==> config.mk <==
export PLATFORM = sky130hd
export DESIGN_NAME = fpp_host
export DESIGN_NICKNAME = d
export VERILOG_FILES = /design/src/hw/fpp_pkg.sv /design/src/hw/fpp_sync.sv /design/src/hw/fpp_host.sv
export SDC_FILE = /design/constraint.sdc
export NUM_CORES = 1
export LEC_CHECK = 0
export ABC_AREA = 1
export ABC_CLOCK_PERIOD_IN_PS = 1800
export BUFFER_PORTS_ARGS = -buffer_cell sky130_fd_sc_hd__buf_2
export CAP_MARGIN = 20
export CORE_MARGIN = 2
export CORE_UTILIZATION = 36
export CTS_BUF_LIST = sky130_fd_sc_hd__clkbuf_16
export CTS_CLUSTER_DIAMETER = 50
export DETAILED_ROUTE_END_ITERATION = 12
export GPL_ROUTABILITY_DRIVEN = 0
export PLACE_DENSITY = 0.59
export SLEW_MARGIN = 5
export SYNTH_ARGS = -nofsm -noshare
export SYNTH_HDL_FRONTEND = slang
export SYNTH_SLANG_ARGS = --single-unit
==> constraint.sdc <==
create_clock -name i_ref_clk -period 1.8 [get_ports i_ref_clk]
set_input_delay 0.54 -clock i_ref_clk [delete_from_list [all_inputs] [get_ports i_ref_clk]]
set_output_delay 0.54 -clock i_ref_clk [all_outputs]
set_load 0.01 [all_outputs]
==> src/hw/fpp_pkg.sv <==
package fpp_pkg;
    localparam int          ADDR_W        = 8;
    localparam int          DATA_W        = 4;
    localparam int          WORDS         = 256;
    localparam int          MAX_TRIES     = 4;
    localparam logic [2:0]  TRY_RST       = 3'h0;
    localparam logic [7:0]  ADDR_RST      = 8'h00;
    localparam logic [3:0]  DATA_RST      = 4'hF;
    localparam int          CLK_PERIOD_NS = 25;
    // Programming pulse width and settling times, in ns
    localparam int          PULSE_NS      = 180000;
    localparam int          SETUP_NS      = 1000;
    localparam int          VERIFY_NS     = 1000;
    localparam int          PULSE_CYC     = PULSE_NS / CLK_PERIOD_NS;
    localparam int          SETUP_CYC     = (SETUP_NS + CLK_PERIOD_NS - 1)
                                            / CLK_PERIOD_NS;
    localparam int          VERIFY_CYC    = (VERIFY_NS + CLK_PERIOD_NS - 1)
                                            / CLK_PERIOD_NS;
    localparam int          CNT_W         = 16;
    typedef enum logic [1:0] {
        FPP_OP_READ,
        FPP_OP_PROG
    } fpp_op_t;
endpackage

==> src/hw/fpp_sync.sv <==
`timescale 1ns/1ps
module fpp_sync
    import fpp_pkg::*;
(
    input  wire logic              i_ref_clk,
    input  wire logic              i_sys_rst,
    input  wire logic              i_ce,
    input  wire logic [DATA_W-1:0] i_async,
    output logic      [DATA_W-1:0] o_sync
);
    logic [DATA_W-1:0] meta_q;
    logic [DATA_W-1:0] sync_q;

    always_ff @(posedge i_ref_clk) begin
        if (i_sys_rst) begin
            meta_q <= DATA_RST;
            sync_q <= DATA_RST;
        end else if (i_ce) begin
            meta_q <= i_async;
            sync_q <= meta_q;
        end
    end

    assign o_sync = sync_q;
endmodule

==> src/hw/fpp_host.sv <==
`timescale 1ns/1ps
module fpp_host
    import fpp_pkg::*;
#(
    parameter int PULSE_CYCLES = PULSE_CYC
)
(
    input  wire logic              i_ref_clk,
    input  wire logic              i_sys_rst,
    input  wire logic              i_ce,
    input  wire logic              i_start,
    input  wire logic              i_op,
    input  wire logic [ADDR_W-1:0] i_addr,
    input  wire logic [DATA_W-1:0] i_wdata,
    input  wire logic [DATA_W-1:0] i_prom_data,
    output logic      [ADDR_W-1:0] o_prom_addr,
    output logic                   o_prom_en1_n,
    output logic                   o_prom_en2_n,
    output logic      [DATA_W-1:0] o_prog_pulse,
    output logic                   o_verify_supply_level,
    output logic      [DATA_W-1:0] o_rdata,
    output logic                   o_busy,
    output logic                   o_done,
    output logic                   o_fail
);
    typedef enum logic [2:0] {
        S_IDLE, S_SEL, S_PULSE, S_EN, S_CHECK, S_READ
    } fpp_state_t;

    fpp_state_t         state_q;
    logic [CNT_W-1:0]   cnt_q;
    logic [2:0]         tries_q;
    logic [1:0]         bit_q;
    logic [DATA_W-1:0]  todo_q;
    logic [DATA_W-1:0]  data_s;

    fpp_sync u_sync (
        .i_ref_clk (i_ref_clk),
        .i_sys_rst (i_sys_rst),
        .i_ce      (i_ce),
        .i_async   (i_prom_data),
        .o_sync    (data_s)
    );

    function automatic logic [1:0] first_set(input logic [DATA_W-1:0] v);
        logic [1:0] r;
        r = 2'h0;
        for (int k = DATA_W - 1; k >= 0; k--) begin
            if (v[k]) begin
                r = 2'(k);
            end
        end
        return r;
    endfunction

    function automatic logic [DATA_W-1:0] onehot(input logic [1:0] b);
        return DATA_W'(1) << b;
    endfunction

    // Sequencer
    always_ff @(posedge i_ref_clk) begin
        if (i_sys_rst) begin
            state_q <= S_IDLE;
            cnt_q   <= '0;
            tries_q <= TRY_RST;
            bit_q   <= 2'h0;
            todo_q  <= '0;
        end else if (i_ce) begin
            case (state_q)
                S_IDLE: begin
                    cnt_q <= '0;
                    if (i_start && i_op) begin
                        todo_q  <= ~i_wdata;
                        bit_q   <= first_set(~i_wdata);
                        tries_q <= TRY_RST;
                        state_q <= (i_wdata == DATA_RST) ? S_IDLE : S_SEL;
                    end else if (i_start) begin
                        state_q <= S_READ;
                    end
                end
                S_READ: begin
                    cnt_q <= cnt_q + 1'b1;
                    if (cnt_q == CNT_W'(VERIFY_CYC + 2)) begin
                        state_q <= S_IDLE;
                    end
                end
                S_SEL: begin
                    cnt_q <= cnt_q + 1'b1;
                    if (cnt_q == CNT_W'(SETUP_CYC)) begin
                        cnt_q   <= '0;
                        state_q <= S_PULSE;
                    end
                end
                S_PULSE: begin
                    cnt_q <= cnt_q + 1'b1;
                    if (cnt_q == CNT_W'(PULSE_CYCLES - 1)) begin
                        cnt_q   <= '0;
                        tries_q <= tries_q + 1'b1;
                        state_q <= S_EN;
                    end
                end
                S_EN: begin
                    cnt_q <= cnt_q + 1'b1;
                    if (cnt_q == CNT_W'(VERIFY_CYC + 2)) begin
                        cnt_q   <= '0;
                        state_q <= S_CHECK;
                    end
                end
                S_CHECK: begin
                    if (!data_s[bit_q]) begin
                        todo_q[bit_q] <= 1'b0;
                        tries_q <= TRY_RST;
                        bit_q   <= first_set(todo_q & ~onehot(bit_q));
                        state_q <= ((todo_q & ~onehot(bit_q)) == '0)
                                   ? S_IDLE : S_SEL;
                    end else if (tries_q == 3'(MAX_TRIES)) begin
                        state_q <= S_IDLE;
                    end else begin
                        state_q <= S_SEL;
                    end
                end
                default: state_q <= S_IDLE;
            endcase
        end
    end

    // Pin drive
    always_ff @(posedge i_ref_clk) begin
        if (i_sys_rst) begin
            o_prom_addr           <= ADDR_RST;
            o_prom_en1_n          <= 1'b1;
            o_prom_en2_n          <= 1'b1;
            o_prog_pulse          <= '0;
            o_verify_supply_level <= 1'b0;
        end else if (i_ce) begin
            o_prog_pulse <= '0;
            case (state_q)
                S_IDLE: begin
                    o_prom_en1_n          <= 1'b1;
                    o_prom_en2_n          <= 1'b1;
                    o_verify_supply_level <= 1'b0;
                    if (i_start) begin
                        o_prom_addr <= i_addr;
                    end
                end
                S_READ: begin
                    o_prom_en1_n <= 1'b0;
                    o_prom_en2_n <= 1'b0;
                end
                S_SEL: begin
                    o_prom_en1_n          <= 1'b1;
                    o_prom_en2_n          <= 1'b0;
                    o_verify_supply_level <= 1'b0;
                    if (cnt_q == CNT_W'(SETUP_CYC)) begin
                        o_prog_pulse <= onehot(bit_q);
                    end
                end
                S_PULSE: begin
                    if (cnt_q != CNT_W'(PULSE_CYCLES - 1)) begin
                        o_prog_pulse <= onehot(bit_q);
                    end
                end
                S_EN: begin
                    o_prom_en1_n          <= 1'b0;
                    o_prom_en2_n          <= 1'b0;
                    o_verify_supply_level <= 1'b1;
                end
                S_CHECK: begin
                    o_verify_supply_level <= 1'b1;
                end
                default: o_prog_pulse <= '0;
            endcase
        end
    end

    // Status and read data
    always_ff @(posedge i_ref_clk) begin
        if (i_sys_rst) begin
            o_rdata <= DATA_RST;
            o_busy  <= 1'b0;
            o_done  <= 1'b0;
            o_fail  <= 1'b0;
        end else if (i_ce) begin
            o_done <= 1'b0;
            o_busy <= (state_q != S_IDLE) || i_start;
            if (state_q == S_IDLE && i_start) begin
                o_fail <= 1'b0;
                if (i_op && i_wdata == DATA_RST) begin
                    o_done <= 1'b1;
                end
            end
            if (state_q == S_READ && cnt_q == CNT_W'(VERIFY_CYC + 2)) begin
                o_rdata <= data_s;
                o_done  <= 1'b1;
            end
            if (state_q == S_CHECK) begin
                o_rdata <= data_s;
                if (!data_s[bit_q] &&
                    (todo_q & ~onehot(bit_q)) == '0) begin
                    o_done <= 1'b1;
                end else if (data_s[bit_q] &&
                             tries_q == 3'(MAX_TRIES)) begin
                    o_done <= 1'b1;
                    o_fail <= 1'b1;
                end
            end
        end
    end
endmodule

# Word-level counts from Yosys, hierarchy flattened
# Cells that the tools add are included.
# W data, S select, Z words.
word_totals:
  regBits: 58
  latch_bits: 0
  mem_bits_rw: 0
  mem_bits_ro: 0
  in_bits: 21
  output_inout_bits: 22
  wordCells: 131
  memories: 0
op_classes:
  addsub: 2
  mul: 0
  div_mod_pow: 0
  magnitude_cmp: 2
  eq_ne: 18
  shift: 1
  n_mux: 55
  bitwise_logic: 5
  reduce_logical: 32
ops:
  columns: ["op", "n"]
  rows:
  - ["$pmux W16 S5", 1]
  - ["$mux W16", 3]
  - ["$eq A16 B6 Y1 const B", 2]
  - ["$mux W3", 9]
  - ["$mux W4", 6]
  - ["$mux W2", 10]
  - ["$pmux W3 S6", 1]
  - ["$add A16 B1 Y16 const B", 1]
  - ["$eq A16 B13 Y1 const B", 1]
  - ["$mux W1", 16]
  - ["$ne A16 B13 Y1 const B", 1]
  - ["$pmux W4 S2", 2]
  - ["$not A4 Y4", 3]
  - ["$ne A2 B2 Y1 const B", 5]
  - ["$reduce_and A2 Y1", 5]
  - ["$reduce_bool A2 Y1", 5]
  - ["$eq A3 B3 Y1 const B", 3]
  - ["$pmux W3 S3", 1]
  - ["$and A4 B4 Y4", 2]
  - ["$logic_and A1 B1 Y1", 7]
  - ["$eq A3 B2 Y1 const B", 2]
  - ["$pmux W1 S2", 3]
  - ["$reduce_and A6 Y1", 1]
  - ["$reduce_bool A3 Y1", 2]
  - ["other kinds (21)", 23]

# Logic depth before layout (Yosys ltp)
# Gate-level depths: netlist of the first run.
logic_depth:
  word_depth: 9
  mapped_depth: 12
  mapped_depth_nobuf: 12

# Cells and area by module
# A second synthesis of the first run with hierarchy kept.
hier_totals:
  hier_cells: 457
  hier_area_um2: 3007.9
by_module_without_submodules:
  columns: ["module", "instances", "cells_per_inst", "area_each_um2", "seq_area_each_um2"]
  rows:
  - ["fpp_host", 1, 422, 2728.9, 1001.0]
  - ["fpp_sync", 1, 35, 279.0, 160.2]

# Worst setup path before layout of the first run
# No wires, ideal clock.
synth_timing:
  kind: "input to register"
  startpoint: "in i_ce"
  endpoint: "reg cnt_q[9]"
  setup_time_ns: 0.113
  t_arrival_ns: 1.452
  required_ns: 1.687
  path_slack_ns: 0.235
  stages: 9
  path_buffers: 2
  path_cell_list: "buf_2 > inv_1 > a21oi_4 > buf_6 > nand4_2 > nor2_1 > nand2_1 > nand3_1 > nor2_1"
synth_between:
  elab_chain_len: 1
synth_rtl:
  columns: ["element", "line", "text"]
  rows:
  - ["from (decl)", "fpp_host.sv:10", "input wire logic i_ce,"]
  - ["$reduce_and A2 Y1 (no line)", null, null]
  - ["to (signal assigned)", "fpp_host.sv:82", "cnt_q <= cnt_q + 1'b1;"]
  - ["to (signal assigned)", "fpp_host.sv:88", "cnt_q <= cnt_q + 1'b1;"]
  - ["to (signal assigned)", "fpp_host.sv:95", "cnt_q <= cnt_q + 1'b1;"]
  - ["to (decl)", "fpp_host.sv:31", "logic [CNT_W-1:0] cnt_q;"]
# No other way between the ends.
# A chain may end at the register's enable or synchronous reset.

# Final worst setup path of the first run
layout_timing:
  startpoint: "reg cnt_q[0]"
  endpoint: "reg cnt_q[3]"
layout_between:
  elab_chain_len: 3
  word_cells_on_any_way: 8
  classes_between: "add/sub: 1; eq/ne: 3; mux: 4"
layout_rtl:
  columns: ["element", "line", "text"]
  rows:
  - ["$add A16 B1 Y16 (tied with other cells)", null, null]
  - ["$mux W16, on equally long branches", "fpp_host.sv:104, fpp_host.sv:89, fpp_host.sv:96", null]
  - ["$pmux W16 S5 *", "fpp_host.sv:69", "case (state_q)"]
# Mark *: on every way between the ends. The rest lies on a longest branch, timed or not.

==> results.cfg, run 1 <==
[clock_network]
cts_made_buffers = 9
cts_setup_buffers = 0
cts_resized = 0
clock-sinks = 58
clock_latency_ps = 320
ctsHtreeMaxLevel = 3
root_buffer = clkbuf_16
holdBufCountCts = 0
clk_path_buf_depth = 2
clkTransAtPathRegs_ps = 50
cts_tree = yes

[power_and_ir_drop]
p_total_mw = 4.323
ir_worst_vdd_uv = 472.7
power_frac_comb_pct = 24.1
powerDensity_nw_per_um2 = 1131
switching_share_pct = 31.14
p_switching_mw = 1.346
power.leakage_nw = 1.754
intPower_mw = 2.977
power_frac_seq_pct = 35.0
p_clk_share_pct = 40.9

[final_layout]
antenna_cells = 0
final_cell_mix = nand2_1, dfxtp_1, inv_1, nor2_1, buf_2
layout_commonest_cell = nand2_1
final_area_um2 = 3822
final_core_util_pct = 44.26
drive_above_1_share_pct = 22.14
area_growth_pct = 20.94
fin_nets = 536

[critical_path]
worst_ep_required_time_ps = 2010
cp_cell_sequence = ha_1, nand2_1, inv_1, nand2_2, nor2_1, nand2_1, nand2_4, nand2_1, inv_1, nand3_2, inv_1, nor3_1
arrival_ps = 1800
slowest_stage = dfxtp_1
critPathKind = reg -> reg
cp_max_fo = 6
critical_path.max_stage_delay_ps = 370
end_kind = flip-flop
critPathBufInv = 3
startpoint_type = flip-flop
cp_top_family = simple AND/OR/NAND/NOR gates

[routing]
viasPerCell = 4.795
drc = 0
drt-pass1-iter-count = 4
drtIter0Drc = 105
drt-total-wl_um = 7590
vias = 2987
wl_per_cell_um = 12.18
ant_nets = 0

[sta]
drv_slew = 0
hold_viol_final = 0
setup_tns_ps = 0
period_share_pct = 88.35
worst_pin_slew_ps = 394.3
max_clock_freq_ghz = 0.6288
min_period_ps = 1590
rsz0062_at_grt = no
slew_headroom_pct = 73.44
fin_skew_ps = 5.347
fin_hold_ws_ps = 422.8
finalSetupViolCount = 0

[die]
start_util_pct = 36.60
fp.coreArea_um2 = 8636
die_y_um = 97.70
io_pins = 43
die-area_um2 = 9544
die_w_um = 97.70
rows = 34

[status]
run_status = finished clean

[global_route]
grt_max_degree = 34
grt_usage_pct = 16.31
grt_pass1_wl_um = 12750
overflow = 0
grt_pass1_vias = 2823
antenna_found_initial = 0

[yosys]
yosys_register_bits = 58
postSynthAreaPerCell_um2 = 6.856
synthCells = 461
ys_types = 35
syn_nets = 487
yosysSeqAreaShare_pct = 36.74
ys_warn_count = 0
synth_area_um2 = 3161

[placement]
place_area_um2 = 3506
place.detailed.hpwl_um = 5755
port_buffers = 42

[worst_hold_path]
hp-class = in -> reg

[run]
maxCapViolCount = 0
final cells by class:
type                            instances  area, µm²
Clock buffer                            9      225.2
Clock inverter                          7      85.08
Fill cell                             911       4813
Inverter                               62      232.7
Multi-Input combinational cell        326       1677
Sequential cell                        58       1162
Tap cell                              108      135.1
Timing Repair Buffer                   53      305.3
cell usage after synthesis (all sizes together):
cell type	count	area, µm²
nand2	128	525.5
xnor2	2	17.52
buf	10	76.32
a21oi	33	187.7
or2	1	6.260
o211ai	1	12.51
inv	62	232.7
nand3b	1	20.02
clkbuf	5	18.77
a31oi	2	12.51
nand3	42	225.2
dfxtp	58	1161
and2	1	6.260
a21o	4	30.03
a21boi	1	7.510
xor2	2	17.52
ha	5	62.56
o21ai	39	206.5
nor3	9	55.05
nand4	5	37.53
o31ai	1	12.51
nor2	49	229.0
logic make-up after synthesis:
| logic type | share of synthesized area [%] |
|---|---|
| AND/OR/NAND/NOR | 34.96 |
| buffers and inverters | 10.37 |
| flip-flops | 36.74 |
| XOR/XNOR | 1.109 |
| AO/OA/AOI/OAI | 14.85 |
| adder cells (fa/ha/maj) | 1.979 |
worst paths after layout:
path                            depth (start not counted)  slack (ps)                            end                         from
worst max-delay path                                   12         210          cnt_q[3]$_SDFFE_PP0P_        cnt_q[0]$_SDFFE_PP0P_
worst min-delay path                                    3         420  u_sync.meta_q[0]$_SDFFE_PP1P_               i_prom_data[0]
worst max register to register                         12         210          cnt_q[3]$_SDFFE_PP0P_        cnt_q[0]$_SDFFE_PP0P_
worst min register to register                          2         440    o_prom_addr[3]$_SDFFE_PP0P_  o_prom_addr[3]$_SDFFE_PP0P_
power groups by stage:
stage	combinational, mW	sequential, mW	clock (mW)
after floorplan	0.788	1.54	0
after global placement	1.02	1.54	0
after detailed placement	1.03	1.54	0
after CTS	1.04	1.51	1.80
after global routing	1.18	1.53	1.85
final	1.04	1.51	1.77
state kept, by name, indices dropped and copies added, names as in the netlist:
signal and cells:
o_fail 1, o_prom_en1_n 1, o_prom_addr 8, todo_q 4, cnt_q 16, o_prom_en2_n 1, o_busy 1, o_verify_supply_level 1
bit_q 2, u_sync.meta_q 4, o_prog_pulse 4, tries_q 3, o_rdata 4, state_q 3, o_done 1, u_sync.o_sync 4
worst register-to-register path: stages, from the launching register on:
cell	delay, ps
dfxtp_1	370
ha_1	190
nand2_1	70
inv_1	70
nand2_2	50
nor2_1	80
nand2_1	90
nand2_4	100
nand2_1	60
inv_1	80
nand3_2	120
inv_1	140
nor3_1	50
metrics by stage:
stage | std cells | setup WS, ps
after global placement | 607 | 188.4
after CTS | 623 | 169.7
after floorplan | 461 | 235.1
final | 623 | 209.7
after global routing | 623 | 5.806
after detailed placement | 607 | 161.3
per-layer routing:
layer | share of wire [%] | vias to the layer above | global-route usage [%]
li1 | - | 1570 | -
met1 | 46 | 1365 | 19.62
met5 | 0 | - | 0
met4 | 0.80 | 0 | 4.594
met3 | 4.0 | 4 | 5.971
met2 | 49 | 48 | 27.37
Power figures use the tool's default switching activity.
==> inputs of run 2 (changes only) <==
Settings changed: ABC_CLOCK_PERIOD_IN_PS 1800 to 1400, PLACE_DENSITY 0.59 to 0.61.
Clock period 1.8 ns to 1.4 ns, I/O delays scaled along.
==> results.cfg, run 2 (synthesis gave the netlist of run 1 again) <==
[status]
run_status = complete, but fails checks
violations = negative setup slack

[placement]
place_ws_ps = -123.3
place.detailed.hpwl_um = 6294
placed_cells = 662
place_area_um2 = 3951
port_buffers = 42

[clock_network]
clock-sinks = 58
clkTransAtPathRegs_ps = 60
cts_tree = yes
clk_path_buf_depth = 2
ctsHtreeMaxLevel = 3
clock_latency_ps = 330
root_buffer = clkbuf_16
cts_made_buffers = 9

[critical_path]
critical_path.max_stage_delay_ps = 360
arrival_ps = 1780
cp_top_family = simple AND/OR/NAND/NOR gates
startpoint_type = flip-flop
critPathBufInv = 2
end_kind = flip-flop
slowest_stage = dfxtp_4
cp_max_fo = 7
worst_ep_required_time_ps = 1620
critPathKind = reg -> reg
cp_cell_sequence = inv_4, ha_1, nand3_1, nor2_2, nand2_1, nand2_2, nand2_4, inv_4, nand3_4, nand2_4, nor2_1

[global_route]
grt_usage_pct = 18.84
grt_max_degree = 24
overflow = 0
grt_pass1_wl_um = 14560
grt_pass1_vias = 3140
antenna_found_initial = 0

[routing]
drt-pass1-iter-count = 4
drtIter0Drc = 121
drt-total-wl_um = 9133
drc = 0
vias = 3354
ant_nets = 0
wl_per_cell_um = 13.26
viasPerCell = 4.868

[sta]
fin_skew_ps = 7.789
min_period_ps = 1561
slew_headroom_pct = 79.91
period_share_pct = 111.5
rsz0062_at_grt = yes
max_clock_freq_ghz = 0.6407
drv_slew = 0
worst_pin_slew_ps = 300.6
hold_viol_final = 0
worst_slack_ps = -160.8
finalSetupViolCount = 30
setup_tns_ps = -2851

[final_layout]
layout_commonest_cell = nand2_1
final_cell_mix = nand2_1, buf_4, dfxtp_1, inv_1, buf_2
fin_nets = 602
area_growth_pct = 52.30
drive_above_1_share_pct = 46.64
largest-register = cnt_q
fin_cells = 689
reg_top3 = cnt_q: 16 flops, o_prom_addr: 8 flops
largest_register_ffs = 16
final_area_um2 = 4813
antenna_cells = 0

[run]
maxCapViolCount = 0

[die]
start_util_pct = 36.60
io_pins = 43
die-area_um2 = 9544
rows = 34
die_w_um = 97.70
fp.coreArea_um2 = 8636
die_y_um = 97.70

[power_and_ir_drop]
power.leakage_nw = 2.167
powerDensity_nw_per_um2 = 1344
ir_worst_vdd_uv = 759.2

[worst_hold_path]
hp-class = in -> reg
-- run 2: cell types whose count changed in the layout (fill, tap and decap cells not counted), sizes merged --
cell	previous run	this run
nand3b	1	2
clkinvlp	1	2
buf	53	118
clkinv	3	2
-- run 2: worst reg2reg max path, delay by kind of cell (launching register included) --
kind / cells / cell delay (ps)
fa+ha+maj: 1 / 130
buf+inv: 2 / 140
flops: 1 / 360
simple gates: 8 / 810
-- run 2: area by class of cell --
| class | instances | area, µm² |
|---|---|---|
| clock buffers | 9 | 225.2 |
| clock inverters | 7 | 101.3 |
| fillers | 781 | 3822 |
| inverters | 62 | 252.7 |
| multi-input cells | 327 | 2083 |
| flip-flops and latches | 58 | 1184 |
| well taps | 108 | 135.1 |
| repair buffers | 118 | 832.0 |
-- run 2: what timing repair did --
action                     in CTS  in global routing
gates cloned                    1                  0
pin swaps                      22                 16
hold buffers                    0                  0
setup endpoints to repair      37                 48
setup buffers                   4                  6
gates resized for setup        50                 85
-- run 2: final timing paths --
| path | start | endpoint | slack [ps] | depth (start not counted) |
|---|---|---|---|---|
| worst max-delay path | cnt_q[0]$_SDFFE_PP0P_ | cnt_q[14]$_SDFFE_PP0P_ | -160 | 11 |
| worst min register to register | o_prom_addr[6]$_SDFFE_PP0P_ | o_prom_addr[6]$_SDFFE_PP0P_ | 440 | 2 |
| worst max register to register | cnt_q[0]$_SDFFE_PP0P_ | cnt_q[14]$_SDFFE_PP0P_ | -160 | 11 |
| worst min-delay path | i_prom_data[0] | u_sync.meta_q[0]$_SDFFE_PP1P_ | 290 | 3 |
-- run 2: stage by stage --
stage / hold slack, ps / util (%) / power, mW
6_report: 290.5 / 55.74 / 6.469
2_1_floorplan: 420.2 / - / 2.991
5_1_grt: 305.1 / 55.74 / 6.788
3_3_place_gp: 427.1 / 45.75 / 3.594
4_1_cts: 285.7 / 51.97 / 6.196
3_5_place_dp: 432.2 / 45.75 / 3.615
-- run 2: per-layer routing --
metal	up-vias	GRT usage [%]	part of all wire [%]
met2	65	29.66	47
li1	1716	-	-
met4	0	8.547	2.8
met1	1553	24.88	47
met3	20	3.813	3.7
met5	-	0	0
-- run 2: power by group --
| group | leakage (nW) | total, mW | switching [mW] | internal, mW |
|---|---|---|---|---|
| clock network | 0.152 | 2.40 | 0.836 | 1.57 |
| registers | 0.481 | 1.97 | 0.140 | 1.83 |
| logic | 1.53 | 2.10 | 1.19 | 0.907 |
